==> src/dicr_pkg_end_marker_unused.sv <==
// empty unit: declares nothing
`timescale 1ns/10ps
`default_nettype none
`default_nettype wire

==> src/dicr_pkg.sv <==
// constants, register map and source codes for the input conditioning block
package dicr_pkg;

  ////////////////////////////////////////////////////////////////////////////
  // sizes and timing
  localparam int NUM_IN           = 16;   // physical inputs
  localparam int LVL_BASE         = 16;   // first level bit of the word
  localparam int SF_COUNT         = 3;    // inputs with a special function
  localparam int THR_BITS         = 4;    // inputs with switchable threshold
  localparam int CLK_MHZ          = 50;   // pclk rate
  localparam int SAMPLE_PERIOD_US = 1000; // input sampling period
  localparam int SAMPLE_CYCLES    = SAMPLE_PERIOD_US * CLK_MHZ;
  localparam int CNT_W            = 16;   // sample divider width

  ////////////////////////////////////////////////////////////////////////////
  // register byte offsets
  localparam logic [11:0] ADDR_SF_ENABLE = 12'h000;
  localparam logic [11:0] ADDR_INVERT    = 12'h004;
  localparam logic [11:0] ADDR_FORCE_EN  = 12'h008;
  localparam logic [11:0] ADDR_FORCE_VAL = 12'h00c;
  localparam logic [11:0] ADDR_RAW       = 12'h010;
  localparam logic [11:0] ADDR_THRESHOLD = 12'h014;
  localparam logic [11:0] ADDR_ROUTE_EN  = 12'h018;
  localparam logic [11:0] ADDR_WORD      = 12'h01c;
  localparam logic [11:0] ADDR_TAB_BASE  = 12'h040; // entry for bit 0
  localparam logic [11:0] ADDR_TAB_LAST  = 12'h0bc; // entry for bit 31

  ////////////////////////////////////////////////////////////////////////////
  // reset values and masks
  localparam logic [15:0] RST_CFG  = 16'h0000;
  localparam logic [7:0]  RST_CODE = 8'h00;
  localparam logic [15:0] SF_MASK  = 16'h0007; // neg limit, pos limit, home

  ////////////////////////////////////////////////////////////////////////////
  // routing source codes (bit 7 selects the inverted form)
  localparam int          INV_BIT     = 7;
  localparam logic [7:0]  CODE_ONE    = 8'h80;
  localparam logic [6:0]  SRC_PHYS_LO = 7'h01;
  localparam logic [6:0]  SRC_PHYS_HI = 7'h10;
  localparam logic [6:0]  SRC_HALL_LO = 7'h41;
  localparam logic [6:0]  SRC_HALL_HI = 7'h43;
  localparam logic [6:0]  SRC_ENC_LO  = 7'h44;
  localparam logic [6:0]  SRC_ENC_HI  = 7'h46;
  localparam logic [6:0]  SRC_NET     = 7'h48;

  // all signals that routing can pick from
  typedef struct packed {
    logic [15:0] phys; // physical inputs 16..1
    logic [2:0]  hall; // w, v, u
    logic [2:0]  enc;  // index, b, a
    logic        net;  // network active
  } dicr_src_t;

endpackage : dicr_pkg

==> src/dicr_src_sel.sv <==
// one routing selector: picks a source signal by its code
`timescale 1ns/10ps
`default_nettype none
module dicr_src_sel
  import dicr_pkg::*;
(
  // selection
  input  wire logic [7:0]         code,
  input  wire dicr_pkg::dicr_src_t src,
  // result
  output logic                    sel
);

  logic [6:0] idx;   // code without the invert bit
  logic       pick;  // chosen source before inversion
  logic       known; // code names a defined source

  ////////////////////////////////////////////////////////////////////////////
  // decode the source; undefined codes read 0 in either polarity
  always_comb begin
    idx   = code[6:0];
    pick  = 1'b0;
    known = 1'b1;
    if (idx == 7'h00) begin
      pick = 1'b0;
    end else if (idx >= SRC_PHYS_LO && idx <= SRC_PHYS_HI) begin
      pick = src.phys[4'(idx - SRC_PHYS_LO)];
    end else if (idx >= SRC_HALL_LO && idx <= SRC_HALL_HI) begin
      pick = src.hall[2'(idx - SRC_HALL_LO)];
    end else if (idx >= SRC_ENC_LO && idx <= SRC_ENC_HI) begin
      pick = src.enc[2'(idx - SRC_ENC_LO)];
    end else if (idx == SRC_NET) begin
      pick = src.net;
    end else begin
      known = 1'b0;
    end
    sel = known & (pick ^ code[INV_BIT]);
  end

endmodule : dicr_src_sel
`default_nettype wire

==> src/dicr_top.sv <==
// input conditioning and routing block with its apb register file
//
// Functional notes
// - special-function results in word bits 0-15
// - conditioned levels in word bits 16-31
// - input n level shown at bit 15+n
// - inputs sampled once per millisecond
// - enable bits: 0 neg, 1 pos, 2 home
// - enables do not touch level bits
// - invert bit selects normally-closed logic
// - force enable substitutes software value
// - force value supplies the substituted bit
// - raw register shows unmodified samples
// - threshold bits pick 5 V or 24 V
// - level bit holds forced, inverted result
// - routing enable drives word from table
// - routing mode ignores enable, invert, force
// - entering routing loads behaviour-preserving defaults
// - table entry k drives word bit k
// - codes select zero, inputs, hall, encoder, net
// - bit 7 of code inverts source
// - code 1 at entry 10h routes input 1
//
// The implementer's own choices: the register addresses and the APB interface to the registers.
`timescale 1ns/10ps
`default_nettype none
module dicr_top #(
  parameter int SAMPLE_CYCLES = dicr_pkg::SAMPLE_CYCLES // cycles per sample
) (
  // clock and reset
  input  wire logic                pclk,
  input  wire logic                presetn,
  // apb slave
  input  wire logic                psel,
  input  wire logic                penable,
  input  wire logic                pwrite,
  input  wire logic [11:0]         paddr,
  input  wire logic [31:0]         pwdata,
  output logic      [31:0]         prdata,
  output logic                     pready,
  output logic                     pslverr,
  // field signals
  input  wire dicr_pkg::dicr_src_t src_in,
  // results
  output logic [3:0]               thr_sel,
  output logic [31:0]              in_word
);
  import dicr_pkg::*;

  ////////////////////////////////////////////////////////////////////////////
  // declarations
  logic [CNT_W-1:0] tick_cnt;      // sample divider
  logic             tick;          // one-cycle sample enable
  dicr_src_t        smp;           // sampled sources
  logic [15:0]      sf_enable;     // special-function enables
  logic [15:0]      invert;        // normally-closed select
  logic [15:0]      force_en;      // software forcing enable
  logic [15:0]      force_val;     // forced values
  logic [3:0]       threshold;     // 24 V threshold select
  logic             routing_en;    // routing mode
  logic [7:0]       route_tab [32]; // source code per word bit
  logic [15:0]      eff;           // value after forcing
  logic [15:0]      lvl;           // value after inversion
  logic [31:0]      norm_word;     // word in normal mode
  logic [31:0]      route_word;    // word in routing mode
  logic [31:0]      next_word;     // word for the next cycle
  logic [31:0]      rd_val;        // read data mux
  logic             mapped;        // address hits a register
  logic             wr_en;         // write takes effect
  logic             enter_route;   // routing is being switched on

  ////////////////////////////////////////////////////////////////////////////
  // table address decode, shared by read and write paths
  function automatic logic dicr_is_tab(input logic [11:0] a);
    dicr_is_tab = (a >= ADDR_TAB_BASE) && (a <= ADDR_TAB_LAST);
  endfunction : dicr_is_tab

  // entry index from a table address; raw address bits would wrap by 16
  function automatic logic [4:0] dicr_tab_idx(input logic [11:0] a);
    logic [11:0] off; // byte offset into the table
    off          = a - ADDR_TAB_BASE;
    dicr_tab_idx = off[6:2];
  endfunction : dicr_tab_idx

  // code that reproduces the normal-mode level of input i
  function automatic logic [7:0] dicr_lvl_code(input int i,
      input logic [15:0] fe, input logic [15:0] fv, input logic [15:0] iv);
    if (fe[i]) begin
      dicr_lvl_code = (fv[i] ^ iv[i]) ? CODE_ONE : RST_CODE;
    end else begin
      dicr_lvl_code = {iv[i], 7'(i + 1)};
    end
  endfunction : dicr_lvl_code

  ////////////////////////////////////////////////////////////////////////////
  // millisecond sample divider; the count is a parameter so
  // simulation can shorten it
  always_ff @(posedge pclk or negedge presetn) begin
    if (!presetn) begin
      tick_cnt <= '0;
      tick     <= 1'b0;
    end else if (tick_cnt == CNT_W'(SAMPLE_CYCLES - 1)) begin
      tick_cnt <= '0;
      tick     <= 1'b1;
    end else begin
      tick_cnt <= tick_cnt + CNT_W'(1);
      tick     <= 1'b0;
    end
  end

  // sample every source on the tick only; shorter pulses are lost
  always_ff @(posedge pclk or negedge presetn) begin
    if (!presetn) begin
      smp <= '0;
    end else if (tick) begin
      smp <= src_in;
    end
  end

  ////////////////////////////////////////////////////////////////////////////
  // normal-mode computation: force first, then invert
  always_comb begin
    eff       = (force_en & force_val) | (~force_en & smp.phys);
    lvl       = eff ^ invert;
    norm_word = {lvl, lvl & sf_enable & SF_MASK};
  end

  // one selector per word bit in routing mode
  genvar k;
  generate
    for (k = 0; k < 32; k++) begin : g_route
      dicr_src_sel u_sel (
        .code (route_tab[k]),
        .src  (smp),
        .sel  (route_word[k])
      );
    end
  endgenerate

  // routing mode overrides the enable, invert and force settings
  always_comb begin
    next_word = routing_en ? route_word : norm_word;
  end

  // word register keeps the output straight from a flop
  always_ff @(posedge pclk or negedge presetn) begin
    if (!presetn) begin
      in_word <= '0;
    end else begin
      in_word <= next_word;
    end
  end

  // threshold select drives the analog front end
  always_ff @(posedge pclk or negedge presetn) begin
    if (!presetn) begin
      thr_sel <= '0;
    end else begin
      thr_sel <= threshold;
    end
  end

  ////////////////////////////////////////////////////////////////////////////
  // apb decode: zero-wait answer, registered one cycle after setup
  always_comb begin
    mapped = (paddr[1:0] == 2'b00);
    rd_val = '0;
    if (!mapped) begin
      rd_val = '0;
    end else if (paddr == ADDR_SF_ENABLE) begin
      rd_val = {16'h0000, sf_enable};
    end else if (paddr == ADDR_INVERT) begin
      rd_val = {16'h0000, invert};
    end else if (paddr == ADDR_FORCE_EN) begin
      rd_val = {16'h0000, force_en};
    end else if (paddr == ADDR_FORCE_VAL) begin
      rd_val = {16'h0000, force_val};
    end else if (paddr == ADDR_RAW) begin
      rd_val = {16'h0000, smp.phys};
    end else if (paddr == ADDR_THRESHOLD) begin
      rd_val = {28'h0000000, threshold};
    end else if (paddr == ADDR_ROUTE_EN) begin
      rd_val = {31'h00000000, routing_en};
    end else if (paddr == ADDR_WORD) begin
      rd_val = in_word;
    end else if (dicr_is_tab(paddr)) begin
      rd_val = {24'h000000, route_tab[dicr_tab_idx(paddr)]};
    end else begin
      mapped = 1'b0;                                  // unmapped address
    end
  end

  // write strobe only in the completing access cycle
  always_comb begin
    wr_en       = psel & penable & pready & pwrite & ~pslverr;
    enter_route = wr_en && paddr == ADDR_ROUTE_EN && pwdata[0] && !routing_en;
  end

  // bus answer flops
  always_ff @(posedge pclk or negedge presetn) begin
    if (!presetn) begin
      pready  <= 1'b0;
      pslverr <= 1'b0;
      prdata  <= '0;
    end else begin
      pready  <= psel & ~penable;
      pslverr <= psel & ~penable & ~mapped;
      prdata  <= (psel & ~penable & ~pwrite) ? rd_val : 32'h00000000;
    end
  end

  ////////////////////////////////////////////////////////////////////////////
  // per-input configuration registers
  always_ff @(posedge pclk or negedge presetn) begin
    if (!presetn) begin
      sf_enable <= RST_CFG;
      invert    <= RST_CFG;
      force_en  <= RST_CFG;
      force_val <= RST_CFG;
      threshold <= '0;
    end else if (wr_en) begin
      if (paddr == ADDR_SF_ENABLE) begin
        sf_enable <= pwdata[15:0];
      end else if (paddr == ADDR_INVERT) begin
        invert <= pwdata[15:0];
      end else if (paddr == ADDR_FORCE_EN) begin
        force_en <= pwdata[15:0];
      end else if (paddr == ADDR_FORCE_VAL) begin
        force_val <= pwdata[15:0];
      end else if (paddr == ADDR_THRESHOLD) begin
        threshold <= pwdata[THR_BITS-1:0];
      end
    end
  end

  // routing mode switch
  always_ff @(posedge pclk or negedge presetn) begin
    if (!presetn) begin
      routing_en <= 1'b0;
    end else if (wr_en && paddr == ADDR_ROUTE_EN) begin
      routing_en <= pwdata[0];
    end
  end

  // routing table; switching routing on overwrites it with the
  // current behaviour, so toggling modes discards software edits
  always_ff @(posedge pclk or negedge presetn) begin
    if (!presetn) begin
      for (int i = 0; i < 32; i++) begin
        route_tab[i] <= RST_CODE;
      end
    end else if (enter_route) begin
      for (int i = 0; i < NUM_IN; i++) begin
        route_tab[LVL_BASE + i] <= dicr_lvl_code(i, force_en, force_val,
                                                 invert);
        route_tab[i] <= (i < SF_COUNT && sf_enable[i]) ?
            dicr_lvl_code(i, force_en, force_val, invert) : RST_CODE;
      end
    end else if (wr_en && dicr_is_tab(paddr)) begin
      route_tab[dicr_tab_idx(paddr)] <= pwdata[7:0];
    end
  end
endmodule : dicr_top
`default_nettype wire

==> config.mk <==
export PLATFORM = sky130hd
export DESIGN_NAME = dicr_top
export DESIGN_NICKNAME = d
export VERILOG_FILES = /design/src/dicr_pkg_end_marker_unused.sv /design/src/dicr_pkg.sv /design/src/dicr_src_sel.sv /design/src/dicr_top.sv
export SDC_FILE = /design/constraint.sdc
export NUM_CORES = 1
export LEC_CHECK = 0
export ABC_AREA = 1
export BUFFER_PORTS_ARGS = -buffer_cell sky130_fd_sc_hd__buf_2
export CORE_ASPECT_RATIO = 2
export CORE_MARGIN = 1
export CORE_UTILIZATION = 36
export DETAILED_ROUTE_END_ITERATION = 8
export PLACE_DENSITY_LB_ADDON = 0.15
export SYNTH_ARGS = -nofsm -noshare
export SYNTH_HDL_FRONTEND = slang
export SYNTH_SLANG_ARGS = --single-unit
export TNS_END_PERCENT = 100
==> constraint.sdc <==
create_clock -name pclk -period 2.6 [get_ports pclk]
set_clock_uncertainty 0.15 [all_clocks]
set_input_delay 0.13 -clock pclk [delete_from_list [all_inputs] [get_ports pclk]]
set_output_delay 0.13 -clock pclk [all_outputs]
set_load 0.02 [all_outputs]
==> flow_summary.yaml <==
sta:
  final.min_clock_period_ns: 2.52
  max_freq_mhz: 396
  whs_ns: 0.0300
  setup_violations: 0
  finalHoldViolations: 0
  slew_viol_final: 0
  worst_pin_slew_ns: 0.998
  slew_headroom_pct: 33.3
  rsz0062_at_grt: "no"
  finalCritPeriodShare_pct: 97.1
logic_synthesis:
  syn-mean-instance-area_um2: 6.74
  synth_warnings: 0
  ys_seq_area_share_pct: 32.2
  syn_nets: 5209
  netlist_instances: 5006
  synth_edf_count: 0
  synth.distinct_cells: 55
  ys_seq_elements: 435
  yosys_most_used_dff: "dfrtp_1"
  async_flop_share_pct: 100
  syn_area_um2: 33800
power_and_ir_drop:
  power_w: 0.0154
  p_seq_share_pct: 44.1
  leakage_nw: 19.1
  peakVddDrop_uv: 549
  switchingPower_w: 0.00423
  powerDensity_nw_per_um2: 378
  p_sw_share_pct: 27.5
  combPwrFrac_pct: 7.2
  p_int_w: 0.0112
  clock_power_share_pct: 48.7
routing:
  post_drt_wl_per_cell_um: 29.7
  routed_wl_mm: 197
  first_iter_violations: 3749
  vias_per_cell: 6.03
  dr.pass1.iters: 8
  drc: 0
  drtAntennaViolNets: 0
  vias: 39977
worst_hold_path:
  hp-class: "input port to flop"
critical_path:
  arrival_ns: 2.87
  r2r_setup_slack_ns: 0.08
  crit_fanout: 12
  worstPathRequired_ns: 2.95
  startpoint_type: "flop"
  crit_type: "flop to flop"
  cp-end-kind: "flop"
grt:
  grt_pass1_vias: 39412
  grt_max_degree: 100
  antenna_found_initial: 20
  gr-total-overflow: 0
  grt_pass1_wl_mm: 276
  track_usage_pct: 41.0
clocking:
  ctsLongestPathBuffers: 3
  clk_root_buffer_cell: "clkbuf_16"
  cts_tree: "done"
  worstSkewPairLatency_ns: 0.66
  path_clk_slew_ns: 0.07
  htree_levels: 2
  numClockSinks: 435
  cts_made_buffers: 47
placement:
  dp_hpwl_mm: 147
  numPortBuffers: 125
  gp_congestion: 1.08
  placed_area_um2: 38500
  dp_cells: 6481
finish:
  area_delta_synth_final_pct: 20.8
  finalNonFillerCells: 6628
  stdcell_area_um2: 40800
  drive_gt1_share_pct: 13.1
  nets: 5583
floorplan:
  die_area_um2: 95100
  core_area_um2: 92700
  io_pins: 142
  num_rows: 158
  initial_core_util_pct: 36.4
  die_y_um: 435
  dieWidth_um: 219
run:
  drv_cap: 0
run_status:
  status: "complete, no violations"
cells by family (layout without fill, tap and decap cells):
logic type / Yosys count / after routing / synth area share [%]
AND/OR/NAND/NOR: 2089 / 2090 / 27.2
buffers and inverters: 794 / 1205 / 9.05
flip-flops: 435 / 435 / 32.2
other: 0 / 10 / 0
AO/OA/AOI/OAI: 1482 / 1482 / 24.7
adder cells (fa/ha/maj): 131 / 131 / 4.86
XOR/XNOR: 75 / 75 / 1.95
timing repair:
| action | 4_1_cts | 5_1_grt |
|---|---|---|
| endpoints found under the hold margin | 551 | 0 |
| endpoints found under the setup margin | 168 | 21 |
| gates cloned | 1 | 0 |
| hold buffers | 45 | 0 |
| pin swaps | 1 | 0 |
| resized for setup | 1 | 21 |
| setup buffers | 4 | 0 |
worst max-delay path: stages (launching register included):
cell and delay, ns:
dfrtp_1 0.34, nand3_1 0.12, nor3_4 0.24, inv_2 0.19, nor2_2 0.77, a21oi_1 0.30, nand2_1 0.13, o211ai_1 0.10
power groups by stage:
| stage | clock network [W] | logic [W] | registers, W |
|---|---|---|---|
| floorplan | 0 | 0.000307 | 0.00692 |
| global placement | 0 | 0.00102 | 0.00692 |
| detailed placement | 0 | 0.00102 | 0.00692 |
| CTS | 0.00755 | 0.00108 | 0.00679 |
| global route | 0.00777 | 0.00114 | 0.00679 |
| finish | 0.00749 | 0.00111 | 0.00679 |
final timing paths:
check | from | endpoint | cells past startpoint
setup / recovery | pready | route_tab[63] | 7
hold / removal | psel | sf_enable[2] | 6
setup reg to reg | pready | route_tab[63] | 7
hold reg to reg | threshold[3] | thr_sel[3] | 0
max in group asynchronous | presetn | force_en[10] | 3
min in group asynchronous | presetn | route_tab[69] | 3
area by class of cell:
| class | count | area (um^2) |
|---|---|---|
| sequential | 435 | 10900 |
| timing repair buffer | 582 | 4790 |
| antenna | 10 | 25.0 |
| fill | 9755 | 51900 |
| inverter | 536 | 2020 |
| clock inverter | 28 | 352 |
| clock buffer | 59 | 1290 |
| tap | 1200 | 1500 |
| multi-input combinational | 3778 | 19900 |
per-stage QoR:
step | TNS [ns] | setup WS [ns] | util (%)
after detailed placement | -43.84 | -0.577 | 41.6
after floorplan | 0 | 0.373 | -
after CTS | 0 | 0.0595 | 43.9
after global placement | -40.92 | -0.547 | 41.6
after global routing | 0 | 0.000204 | 43.9
final | 0 | 0.0764 | 44.0
state kept, by name, indices dropped and copies added (netlist names):
name,flops
in_word,32
threshold,4
sf_enable,16
pslverr,1
pready,1
prdata,32
routing_en,1
tick_cnt,16
thr_sel,4
force_val,16
force_en,16
route_tab,256
smp,23
invert,16
tick,1
layer usage:
| layer | vias to the layer above | GRT usage (%) | routed length (um) |
|---|---|---|---|
| met1 | 19056 | 40.2 | 62900 |
| li1 | 17934 | - | - |
| met2 | 2065 | 68.9 | 93900 |
| met3 | 910 | 8.61 | 15000 |
| met5 | - | 0 | 72 |
| met4 | 12 | 42.9 | 24900 |
synth_stat cells (35+ instances only):
library cell	instances	share of area, %
ha_1	131	4.9
nand3b_1	43	0.96
nor2_1	437	4.9
nor3_1	56	0.83
nand2_1	952	11
clkbuf_1	207	2.3
o211ai_1	84	1.9
o221ai_1	35	0.91
dfrtp_1	435	32
nand3_1	445	6.6
nand4_1	84	1.6
o21ai_0	633	9.4
inv_1	511	5.7
xor2_1	42	1.1
o22ai_1	190	3.5
a21oi_1	406	6.0
layout by cell type, fill, tap and decap left out, types with 44 or more instances in the layout:
cell type	instances
clkbuf_16	47
dfrtp_1	431
nor2_1	432
inv_1	506
buf_12	49
buf_4	363
nand2_1	947
o211ai_1	84
buf_2	124
nand3_1	443
ha_1	129
o21ai_0	631
nand4_1	84
a21oi_1	405
o22ai_1	190
nor3_1	54
dlygate4sd3_1	44
(Power assumes the default switching activity.)
